[config.mk]
export PLATFORM = sky130hd
export DESIGN_NAME = lpc_ext_bus_io_zone_decode
export DESIGN_NICKNAME = d
export VERILOG_FILES = /design/src/design/zone_decode_pkg.sv /design/src/design/zone_sel_if.sv /design/src/design/io_zone_matcher.sv /design/src/design/ext_cs_router.sv /design/src/design/lpc_ext_bus_io_zone_decode.sv
export VERILOG_INCLUDE_DIRS = /design/src /design/src/design
export SDC_FILE = /design/constraint.sdc
export NUM_CORES = 1
export LEC_CHECK = 0
export ABC_AREA = 1
export BUFFER_PORTS_ARGS = -buffer_cell sky130_fd_sc_hd__buf_2
export CAP_MARGIN = 20
export CELL_PAD_IN_SITES_DETAIL_PLACEMENT = 1
export CELL_PAD_IN_SITES_GLOBAL_PLACEMENT = 1
export CORE_ASPECT_RATIO = 0.6
export CORE_MARGIN = 8
export CORE_UTILIZATION = 41
export DETAILED_ROUTE_END_ITERATION = 12
export GPL_TIMING_DRIVEN = 0
export PLACE_DENSITY_LB_ADDON = 0.05
export SLEW_MARGIN = 20
export SYNTH_ARGS = -nofsm -noshare
export SYNTH_HDL_FRONTEND = slang
export SYNTH_SLANG_ARGS = --single-unit
[constraint.sdc]
create_clock -name clk -period 2.7 [get_ports clk]
set_clock_uncertainty 0.15 [all_clocks]
set_input_delay 0.135 -clock clk [delete_from_list [all_inputs] [get_ports clk]]
set_output_delay 0.135 -clock clk [all_outputs]
set_load 0.01 [all_outputs]
[src/design/zone_decode_params.svh]
// Register offsets, field positions, reset values and zone addresses.
`ifndef ZONE_DECODE_PARAMS_SVH
`define ZONE_DECODE_PARAMS_SVH

`define OFS_ACTIVATE      8'h30
`define OFS_BASE_HIGH     8'h60
`define OFS_BASE_LOW      8'h61
`define OFS_IRQ_NUM_WAKE  8'h70
`define OFS_IRQ_TYPE      8'h71
`define OFS_DMA_FIRST     8'h74
`define OFS_DMA_SECOND    8'h75
`define OFS_ZONE_CONFIG   8'hF0
`define OFS_ZONE_BASE_HI  8'hF1
`define OFS_ZONE_BASE_LO  8'hF2
`define OFS_ZONE_SIZE     8'hF3
`define OFS_MEM_CONFIG    8'hF4
`define OFS_MEM_BASE_HI   8'hF5
`define OFS_MEM_BASE_LO   8'hF6
`define OFS_MEM_SIZE      8'hF7
`define OFS_IRQ_MAP_AB    8'hF8
`define OFS_IRQ_MAP_CD    8'hF9
`define OFS_CS0_MAP       8'hFA
`define OFS_CS1_MAP       8'hFB

`define RESET_BYTE        8'h00
`define NO_DMA_CODE       8'h04
`define BASE_LOW_RW_MASK  8'hF0
`define ACTIVATE_BIT      0

`define CFG_KBD_EN        0
`define CFG_KBD_ALT       1
`define CFG_PWR_EN        2
`define CFG_PWR_ALT       3
`define CFG_RTC_LO        4
`define CFG_RTC_HI        5
`define CFG_USER_EN       6
`define CFG_DBG_EN        7
`define RTC_OFF           2'h0
`define RTC_LEGACY        2'h1
`define RTC_ALT_ONE       2'h2
`define RTC_ALT_TWO       2'h3
`define SIZE_HI           3
`define SIZE_LO           0
`define SIZE_MIN          4'h1
`define SIZE_MAX          4'h8

`define KBD_ADDR_A        16'h0060
`define KBD_ADDR_B        16'h0064
`define KBD_ALT_A         16'h0068
`define KBD_ALT_B         16'h006C
`define PWR_ADDR_A        16'h0062
`define PWR_ADDR_B        16'h0066
`define PWR_ALT_A         16'h006A
`define PWR_ALT_B         16'h006E
`define RTC_ADDR_A        16'h0070
`define RTC_ADDR_B        16'h0071
`define RTC_ALT1_A        16'h0072
`define RTC_ALT1_B        16'h0073
`define RTC_ALT2_A        16'h0074
`define RTC_ALT2_B        16'h0075
`define DBG_ADDR          16'h0080

`define ZONE_KBD          0
`define ZONE_PWR          1
`define ZONE_RTC          2
`define ZONE_USER         3
`define ZONE_DBG          4
`define NUM_ZONES         5
`define NUM_CS            2

`endif

[src/design/zone_decode_pkg.sv]
// Types shared by the zone decoder: phase enum and register state.
package zone_decode_pkg;

    typedef enum logic [0:0] {
        PH_IDLE   = 1'b0,
        PH_ACCESS = 1'b1
    } phase_type;

    typedef struct packed {
        logic [7:0]  activate;
        logic [7:0]  base_high;
        logic [7:0]  base_low;
        logic [7:0]  zone_config;
        logic [7:0]  zone_base_high;
        logic [7:0]  zone_base_low;
        logic [7:0]  zone_size;
        logic [7:0]  mem_config;
        logic [7:0]  mem_base_high;
        logic [7:0]  mem_base_low;
        logic [7:0]  mem_size;
        logic [7:0]  irq_map_ab;
        logic [7:0]  irq_map_cd;
        logic [4:0]  cs0_map;
        logic [4:0]  cs1_map;
        phase_type   phase;
        logic [7:0]  cfg_rdata;
        logic [1:0]  chip_selects;
        logic [15:0] ext_addr;
        logic [7:0]  ext_wdata;
        logic        ext_wr;
        logic        ext_rd;
        logic [7:0]  io_rdata;
        logic        io_done;
    } state_type;

endpackage : zone_decode_pkg

[src/design/zone_sel_if.sv]
// Internal zone select lines from the decoder to the chip-select router.
`include "zone_decode_params.svh"
interface zone_sel_if;
    logic [`NUM_ZONES-1:0] sel;
    modport source (output sel);
    modport sink   (input sel);
endinterface : zone_sel_if

[src/design/io_zone_matcher.sv]
// Decodes an I/O address against the five enabled zones.
`include "zone_decode_params.svh"
module io_zone_matcher (
    input  wire logic        active,
    input  wire logic [15:0] io_addr,
    input  wire logic [7:0]  zone_config,
    input  wire logic [7:0]  zone_base_high,
    input  wire logic [7:0]  zone_base_low,
    input  wire logic [7:0]  zone_size,
    zone_sel_if.source       sel_port
);

    // Legacy zones answer at a pair of addresses.
    function automatic logic pair_hit(input logic [15:0] addr,
                                      input logic [15:0] a,
                                      input logic [15:0] b);
        pair_hit = (addr == a) || (addr == b);
    endfunction : pair_hit

    logic [3:0]  size_n;
    logic        size_ok;
    logic [15:0] user_mask;
    logic [15:0] user_base;
    logic        kbd_hit;
    logic        pwr_hit;
    logic        rtc_hit;

    // A size outside 1..8 leaves the user zone closed rather than huge.
    assign size_n    = zone_size[`SIZE_HI:`SIZE_LO]; // RULE18
    assign size_ok   = (size_n >= `SIZE_MIN)
                    && (size_n <= `SIZE_MAX); // RULE11
    assign user_mask = 16'hFFFF << size_n;
    assign user_base = {zone_base_high, zone_base_low}; // RULE17

    // Each zone selects from its own enable and the four zone registers.
    always_comb begin
        kbd_hit = zone_config[`CFG_KBD_ALT] ?
                  pair_hit(io_addr, `KBD_ALT_A, `KBD_ALT_B) :
                  pair_hit(io_addr, `KBD_ADDR_A, `KBD_ADDR_B); // RULE8
        pwr_hit = zone_config[`CFG_PWR_ALT] ?
                  pair_hit(io_addr, `PWR_ALT_A, `PWR_ALT_B) :
                  pair_hit(io_addr, `PWR_ADDR_A, `PWR_ADDR_B); // RULE9
        unique case (zone_config[`CFG_RTC_HI:`CFG_RTC_LO]) // RULE10
            `RTC_OFF:     rtc_hit = 1'b0;
            `RTC_LEGACY:  rtc_hit = pair_hit(io_addr, `RTC_ADDR_A,
                                             `RTC_ADDR_B);
            `RTC_ALT_ONE: rtc_hit = pair_hit(io_addr, `RTC_ALT1_A,
                                             `RTC_ALT1_B);
            `RTC_ALT_TWO: rtc_hit = pair_hit(io_addr, `RTC_ALT2_A,
                                             `RTC_ALT2_B);
        endcase
        sel_port.sel = '0; // RULE14
        if (active) begin // RULE20
            sel_port.sel[`ZONE_KBD]  = zone_config[`CFG_KBD_EN] && kbd_hit;
            sel_port.sel[`ZONE_PWR]  = zone_config[`CFG_PWR_EN] && pwr_hit;
            sel_port.sel[`ZONE_RTC]  = rtc_hit; // RULE6
            sel_port.sel[`ZONE_USER] = zone_config[`CFG_USER_EN] && size_ok
                && (((io_addr ^ user_base) & user_mask) == 16'h0000); // RULE19
            sel_port.sel[`ZONE_DBG]  = zone_config[`CFG_DBG_EN]
                && (io_addr == `DBG_ADDR); // RULE12
        end
    end

endmodule : io_zone_matcher

[src/design/ext_cs_router.sv]
// Routes internal zone selects onto the two external chip selects.
`include "zone_decode_params.svh"
module ext_cs_router (
    zone_sel_if.sink                           sel_port,
    input  wire logic [`NUM_CS-1:0][`NUM_ZONES-1:0] cs_map,
    output logic      [`NUM_CS-1:0]            cs_hit,
    output logic                               has_cs
);

    // The external bus side owns the mapping; the decoder only selects.
    generate
        for (genvar i = 0; i < `NUM_CS; i++) begin : g_cs
            assign cs_hit[i] = |(sel_port.sel & cs_map[i]); // RULE7
        end
    endgenerate

    // A selected zone with no chip select is answered locally.
    assign has_cs = |cs_hit; // RULE13

endmodule : ext_cs_router

[src/design/lpc_ext_bus_io_zone_decode.sv]
// Configuration registers and I/O zone forwarding to the external bus.
//
// Notes on behaviour
// RULE1 - Activate bit 0 clear hides function registers.
// RULE2 - Base low byte bits 3-0 read zero.
// RULE3 - Interrupt number and type read-only zero.
// RULE4 - Both DMA registers report no channel while active.
// RULE5 - Forward I/O cycles only inside zone map.
// RULE6 - Five zones, each enabled, each own select.
// RULE7 - External side maps zone selects to chip selects.
// RULE8 - Keyboard zone 60h/64h plus one alternate.
// RULE9 - Power zone 62h/66h plus one alternate.
// RULE10 - Clock zone 70h/71h plus two alternates.
// RULE11 - User zone two-to-n bytes, n 1..8, aligned.
// RULE12 - Separately enabled debug port zone.
// RULE13 - Zone without chip select reads zero, drops writes.
// RULE14 - Decode uses only zone config, base, size.
// RULE15 - Two writable interrupt mapping registers, reset zero.
// RULE16 - Four writable memory window registers, reset zero.
// RULE17 - Zone base high and low bytes, reset zero.
// RULE18 - Size register low nibble holds exponent n.
// RULE19 - User zone compares bits above low n.
// RULE20 - Inactive function selects and forwards nothing.
//
// The plain strobed port was decided locally.
`include "zone_decode_params.svh"
module lpc_ext_bus_io_zone_decode (
    input  wire logic        clk,
    input  wire logic        rst,
    input  wire logic [7:0]  cfg_addr,
    input  wire logic [7:0]  cfg_wdata,
    input  wire logic        cfg_wr,
    input  wire logic        cfg_rd,
    output logic      [7:0]  cfg_rdata,
    input  wire logic        io_req,
    input  wire logic        io_write,
    input  wire logic [15:0] io_addr,
    input  wire logic [7:0]  io_wdata,
    output logic             io_claim,
    output logic             io_busy,
    output logic      [7:0]  io_rdata,
    output logic             io_done,
    output logic      [1:0]  ext_chip_selects,
    output logic      [15:0] ext_addr,
    output logic      [7:0]  ext_wdata,
    output logic             ext_wr,
    output logic             ext_rd,
    input  wire logic [7:0]  ext_rdata
);

    zone_decode_pkg::state_type state_reg;
    zone_decode_pkg::state_type state_next;

    zone_sel_if sel_bus ();

    logic                 active;
    logic [`NUM_CS-1:0]   cs_hit;
    logic                 has_cs;
    logic                 idle;

    // Register read decode; every hidden or unmapped location reads zero.
    function automatic logic [7:0] reg_read(
        input logic [7:0]                 addr,
        input zone_decode_pkg::state_type s
    );
        logic on;
        on = s.activate[`ACTIVATE_BIT];
        reg_read = `RESET_BYTE;
        if (addr == `OFS_ACTIVATE) begin
            reg_read = s.activate;
        end else if (on) begin // RULE1
            unique case (addr)
                `OFS_BASE_HIGH:    reg_read = s.base_high;
                `OFS_BASE_LOW:     reg_read = s.base_low & `BASE_LOW_RW_MASK;
                `OFS_IRQ_NUM_WAKE: reg_read = `RESET_BYTE; // RULE3
                `OFS_IRQ_TYPE:     reg_read = `RESET_BYTE; // RULE3
                `OFS_DMA_FIRST:    reg_read = `NO_DMA_CODE; // RULE4
                `OFS_DMA_SECOND:   reg_read = `NO_DMA_CODE; // RULE4
                `OFS_ZONE_CONFIG:  reg_read = s.zone_config;
                `OFS_ZONE_BASE_HI: reg_read = s.zone_base_high;
                `OFS_ZONE_BASE_LO: reg_read = s.zone_base_low;
                `OFS_ZONE_SIZE:    reg_read = s.zone_size;
                `OFS_MEM_CONFIG:   reg_read = s.mem_config;
                `OFS_MEM_BASE_HI:  reg_read = s.mem_base_high;
                `OFS_MEM_BASE_LO:  reg_read = s.mem_base_low;
                `OFS_MEM_SIZE:     reg_read = s.mem_size;
                `OFS_IRQ_MAP_AB:   reg_read = s.irq_map_ab;
                `OFS_IRQ_MAP_CD:   reg_read = s.irq_map_cd;
                `OFS_CS0_MAP:      reg_read = {3'h0, s.cs0_map};
                `OFS_CS1_MAP:      reg_read = {3'h0, s.cs1_map};
                default:           reg_read = `RESET_BYTE;
            endcase
        end
    endfunction : reg_read

    assign active = state_reg.activate[`ACTIVATE_BIT];

    // Address decode of the five zones.
    io_zone_matcher u_matcher (
        .active         (active),
        .io_addr        (io_addr),
        .zone_config    (state_reg.zone_config),
        .zone_base_high (state_reg.zone_base_high),
        .zone_base_low  (state_reg.zone_base_low),
        .zone_size      (state_reg.zone_size),
        .sel_port       (sel_bus.source)
    );

    // Chip-select assignment owned by the external bus side.
    ext_cs_router u_router (
        .sel_port (sel_bus.sink),
        .cs_map   ({state_reg.cs1_map, state_reg.cs0_map}),
        .cs_hit   (cs_hit),
        .has_cs   (has_cs)
    );

    // The host sees a claim only when idle, so cycles never overlap.
    assign idle     = (state_reg.phase == zone_decode_pkg::PH_IDLE);
    assign io_claim = idle && (|sel_bus.sel); // RULE5
    assign io_busy  = !idle;

    // Outputs come straight from the registered state.
    assign cfg_rdata        = state_reg.cfg_rdata;
    assign io_rdata         = state_reg.io_rdata;
    assign io_done          = state_reg.io_done;
    assign ext_chip_selects = state_reg.chip_selects;
    assign ext_addr         = state_reg.ext_addr;
    assign ext_wdata        = state_reg.ext_wdata;
    assign ext_wr           = state_reg.ext_wr;
    assign ext_rd           = state_reg.ext_rd;

    // Next-state logic: register writes, read data and the I/O sequence.
    always_comb begin
        state_next              = state_reg;
        state_next.cfg_rdata    = `RESET_BYTE;
        state_next.io_done      = 1'b0;
        state_next.ext_wr       = 1'b0;
        state_next.ext_rd       = 1'b0;
        state_next.chip_selects = 2'h0;

        // Read data stand for exactly one cycle after the strobe.
        if (cfg_rd) begin
            state_next.cfg_rdata = reg_read(cfg_addr, state_reg);
        end

        // Activate stays writable so software can wake the function.
        if (cfg_wr) begin
            if (cfg_addr == `OFS_ACTIVATE) begin
                state_next.activate = cfg_wdata;
            end else if (active) begin // RULE1
                unique case (cfg_addr)
                    `OFS_BASE_HIGH:    state_next.base_high = cfg_wdata;
                    `OFS_BASE_LOW:     state_next.base_low =
                        cfg_wdata & `BASE_LOW_RW_MASK; // RULE2
                    `OFS_ZONE_CONFIG:  state_next.zone_config = cfg_wdata;
                    `OFS_ZONE_BASE_HI: state_next.zone_base_high =
                        cfg_wdata; // RULE17
                    `OFS_ZONE_BASE_LO: state_next.zone_base_low =
                        cfg_wdata; // RULE17
                    `OFS_ZONE_SIZE:    state_next.zone_size = cfg_wdata;
                    `OFS_MEM_CONFIG:   state_next.mem_config = cfg_wdata;
                    `OFS_MEM_BASE_HI:  state_next.mem_base_high =
                        cfg_wdata; // RULE16
                    `OFS_MEM_BASE_LO:  state_next.mem_base_low =
                        cfg_wdata; // RULE16
                    `OFS_MEM_SIZE:     state_next.mem_size = cfg_wdata;
                    `OFS_IRQ_MAP_AB:   state_next.irq_map_ab =
                        cfg_wdata; // RULE15
                    `OFS_IRQ_MAP_CD:   state_next.irq_map_cd =
                        cfg_wdata; // RULE15
                    `OFS_CS0_MAP:      state_next.cs0_map =
                        cfg_wdata[`NUM_ZONES-1:0];
                    `OFS_CS1_MAP:      state_next.cs1_map =
                        cfg_wdata[`NUM_ZONES-1:0];
                    default:           state_next.base_high =
                        state_reg.base_high;
                endcase
            end
        end

        // A claimed cycle either goes out on the bus or is answered here.
        unique case (state_reg.phase)
            zone_decode_pkg::PH_IDLE: begin
                if (io_req && io_claim) begin
                    if (has_cs) begin // RULE5
                        state_next.chip_selects = cs_hit; // RULE7
                        state_next.ext_addr     = io_addr;
                        state_next.ext_wdata    = io_wdata;
                        state_next.ext_wr       = io_write;
                        state_next.ext_rd       = !io_write;
                        state_next.phase        = zone_decode_pkg::PH_ACCESS;
                    end else begin
                        state_next.io_rdata = `RESET_BYTE; // RULE13
                        state_next.io_done  = 1'b1;
                    end
                end
            end
            zone_decode_pkg::PH_ACCESS: begin
                // Writes return zero data; reads capture the bus byte.
                state_next.io_rdata = state_reg.ext_rd ? ext_rdata
                                                       : `RESET_BYTE;
                state_next.io_done  = 1'b1;
                state_next.phase    = zone_decode_pkg::PH_IDLE;
            end
        endcase
    end

    // All state resets together; memory and map registers start cleared.
    always_ff @(posedge clk) begin
        if (rst) begin
            state_reg                <= '0;
            state_reg.activate       <= `RESET_BYTE; // RULE1
            state_reg.base_low       <= `RESET_BYTE; // RULE2
            state_reg.zone_size      <= `RESET_BYTE; // RULE18
            state_reg.phase          <= zone_decode_pkg::PH_IDLE;
        end else begin
            state_reg <= state_next;
        end
    end

endmodule : lpc_ext_bus_io_zone_decode

==> impl_results.md <==
* Status: complete, no violations
* # setup viols final at 0
* Grt peak-use layer: met2
* Post-Syn Area at 7530 µm²
* Cell family with most CP delay: buffers and inverters
* Post-DR vias/cell at 5.32
* Register area share after synthesis at 0.415
* #FFs+latches synth at 156
* Worst path cell trace: dlygate4sd3_1, clkbuf_1, inv_1, clkbuf_1, clkbuf_1, o21ai_0, a21oi_1
* N_diodes at 0
* Post-route minimum period at 2.56 ns
* Max Fclk at 391 MHz
* Worst-Margin Slew at 1.01 ns
* Critical path type: in -> reg
* Avg Cell Area, Syn at 7.01 µm²
* CTS tree: yes
* Slowest CP cell: clkbuf_1
* Unique masters post-synth at 36
* Final Core Density at 0.521
* RSZ-0062 raised after global routing: false
* Reg clk slew, reported paths at 0.06 ns
* Worst-skew pair later-pin latency at 0.43 ns
* Area after DPL at 8330 µm²
* WHS Endpoint: cfg_rdata[0]$_SDFF_PP0_
* Clock Sinks at 156
* Worst Path Required at 2.92 ns
* Worst Path Arrival at 2.77 ns
* Startpoint Class: input port
* Hold Fails Final Rpt at 0
* Leak at 0.00433 µW
* Die height at 121 µm
* Initial antenna violation count at 0
* Deepest clock path buffer count at 2
* Root Buffer: clkbuf_16
* GR Util met3 at 0.0907
* Final ANT Viol Nets at 0
* Max FFs per register at 109
* Final wirelength at 30100 µm
* Grt ovf at 0
* Die area at 23100 µm²
* Warnings, synthesis at 0
* # rows at 38
* Max-slew headroom at 0.319
* Initial Utilization at 0.418
* Worst Setup End Kind: flop
* Vias in the first global route at 8044
* Peak supply drop at 0.000474 V
* Max-cap viol count at 0
* Critical Path Max Stage Delay at 0.63 ns
* Cell mode on critical path: clkbuf_1
* Vias at 7911
* Pwr per Cell Area at 553 nW/µm²
* Initial DRC Count at 571
* Final worst path period share at 0.947
* CTS H-Tree Depth at 4
* Layout area overhead at 24.7%
* Worst hold path class: in -> reg
* Syn Inst Count at 1074
* CP bufs+invs at 5
* Remaining routing DRC violations at 0
* Total GRT Usage at 0.263
* Core Footprint at 18000 µm²
* Top-Level Pins at 101
* RePlAce Congestion at 0.920
* Final Cell Area at 9390 µm²
* Post-synth net total at 1128
* Die Wd at 191 µm
* FF-to-FF setup slack at 0.16 ns
* TritonRoute pass-1 iters at 5
* Half-perimeter wire length after placement at 22400 µm
* CP max FO at 10
* Grt met1 use at 0.376
* PortBufs at 99
* Nets@finish at 1289
* Global-route wire length before repair at 46700 µm
* Worst Hold Path Cells at 4
* Reg2Reg Depth at 16
* Largest net degree at the start of global routing at 17
* RR Startpoint: active$_SDFFE_PP0P_
* Pre-CTS setup slack at -0.00584 ns
* GR Layer Usage met2 at 0.376
* Hold Path Origin: cfg_addr[6]
* Final setup margin at 0.144 ns
* Clock buffer count from CTS at 17
* RR Endpoint: ext_addr[11]$_SDFFE_PP0P_
* Fin. max-slew vios at 0
* WL/cell at 20.3 µm
* Layout cells sized above 1 at 0.198
[timing repair]
action,in CTS,in global routing
setup endpoints to repair,2,36
hold buffers,43,0
endpoints found under the hold margin,58,0
buffers inserted,0,0
resized for setup,1,6
[how the worst max path moves through the flow]
stage | startpoint | end | depth (start not counted) | slack, ns
after floorplan | state_reg[105]$_SDFFE_PP0P_ | ext_addr[10]$_SDFFE_PP0P_ | 15 | 0.78
after global placement | active$_SDFFE_PP0P_ | ext_addr[11]$_SDFFE_PP0P_ | 16 | 0.07
after detailed placement | active$_SDFFE_PP0P_ | ext_addr[11]$_SDFFE_PP0P_ | 16 | -0.006
after CTS | active$_SDFFE_PP0P_ | ext_addr[11]$_SDFFE_PP0P_ | 16 | 0.04
after global routing | rst | state_reg[157]$_SDFFE_PP0P_ | 7 | 0.03
final | rst | state_reg[143]$_SDFFE_PP0P_ | 7 | 0.14
[final cells by class]
type / instances / area [µm²]
Fill cell: 2336 / 8630
Multi-Input combinational cell: 713 / 3430
Sequential cell: 156 / 3130
Timing Repair Buffer: 142 / 926
Buffer: 88 / 553
Clock buffer: 23 / 478
Inverter: 117 / 439
Tap cell: 240 / 300
Clock inverter: 7 / 138
[metrics by stage]
stage | power [µW] | hold WS [ns] | cells | TNS (ns)
after global placement | 2590 | 0.169 | 1413 | 0
after detailed placement | 2600 | 0.168 | 1413 | -0.00769
after floorplan | 2460 | 0.0570 | 1074 | 0
final | 5190 | 0.0184 | 1486 | 0
after global routing | 5340 | 0.0342 | 1486 | 0
after CTS | 5210 | 0.0151 | 1486 | 0
[synthesized netlist by cell type]
| cell type | number | share of area |
|---|---|---|
| inv_2 | 13 | 0.0065 |
| nand4_1 | 9 | 0.0075 |
| nor4_4 | 1 | 0.0028 |
| and3_1 | 2 | 0.0017 |
| nor2_2 | 20 | 0.017 |
| nand2_2 | 2 | 0.0017 |
| xor2_1 | 3 | 0.0035 |
| buf_4 | 46 | 0.046 |
| a221oi_1 | 7 | 0.0081 |
| nor3_4 | 1 | 0.0022 |
| a31oi_1 | 1 | 0.00083 |
| o21ai_1 | 6 | 0.0040 |
| o2bb2ai_1 | 1 | 0.0012 |
| o2111ai_1 | 4 | 0.0047 |
| a21oi_1 | 124 | 0.082 |
| nand2_1 | 234 | 0.12 |
| xnor2_1 | 1 | 0.0012 |
| inv_1 | 103 | 0.051 |
| dfxtp_1 | 156 | 0.41 |
| a211oi_1 | 12 | 0.012 |
| o22ai_1 | 3 | 0.0025 |
| buf_2 | 13 | 0.0086 |
| clkbuf_1 | 24 | 0.012 |
| nor3_1 | 6 | 0.0040 |
| nor2_4 | 9 | 0.013 |
| buf_1 | 1 | 0.00050 |
| nor4_1 | 1 | 0.00083 |
| o21ai_0 | 108 | 0.072 |
| o21ai_2 | 1 | 0.0012 |
| o2111a_1 | 1 | 0.0015 |
| nand4_2 | 1 | 0.0017 |
| buf_6 | 4 | 0.0060 |
| nor3_2 | 4 | 0.0053 |
| clkinv_1 | 1 | 0.00050 |
| nand3_1 | 58 | 0.039 |
| nor2_1 | 93 | 0.046 |
[per-layer routing]
| metal | up-vias | wire (µm) | part of all wire |
|---|---|---|---|
| met2 | 291 | 12400 | 0.41 |
| li1 | 3784 | - | - |
| met1 | 3812 | 14100 | 0.47 |
| met4 | 0 | 284 | 0.0094 |
| met3 | 24 | 3310 | 0.11 |
| met5 | - | 0 | 0 |
[worst register-to-register path, cell delays in order (launching register included)]
cell,delay (ns)
dfxtp_2,0.38
buf_6,0.17
nand2_2,0.11
inv_2,0.07
nand2_1,0.04
nor2_1,0.08
nand2_1,0.08
nor2_2,0.12
nand2_1,0.08
nor2_2,0.26
nand3_1,0.13
nand2_1,0.13
o21ai_2,0.13
buf_6,0.18
buf_6,0.16
nor2_2,0.10
nor2_1,0.05
[cells in the final DEF (no fill, tap or decap), types with 17 or more instances in the layout]
cell type,instances
nor2_2,22
o21ai_0,108
dlygate4sd3_1,43
buf_2,112
nor2_1,91
a21oi_1,124
clkbuf_1,27
clkbuf_16,17
buf_4,45
dfxtp_1,154
inv_1,103
nand2_1,233
nand3_1,57
[logic make-up (layout without fill, tap and decap cells)]
kind of cell | Yosys count | after routing | share of synthesized area
and+or+nand+nor | 441 | 441 | 0.259
xor gates and xnor gates | 4 | 4 | 0.00465
DFF | 156 | 156 | 0.415
buffers and inverters | 205 | 377 | 0.131
AOI/OAI and AO/OA | 268 | 268 | 0.190
[report_power, final]
group          internal (µW)  switching, µW
sequential              2300          0.182
combinational            102            200
clock                   1610            982
total                   4010           1180
(Power assumes the default switching activity.)
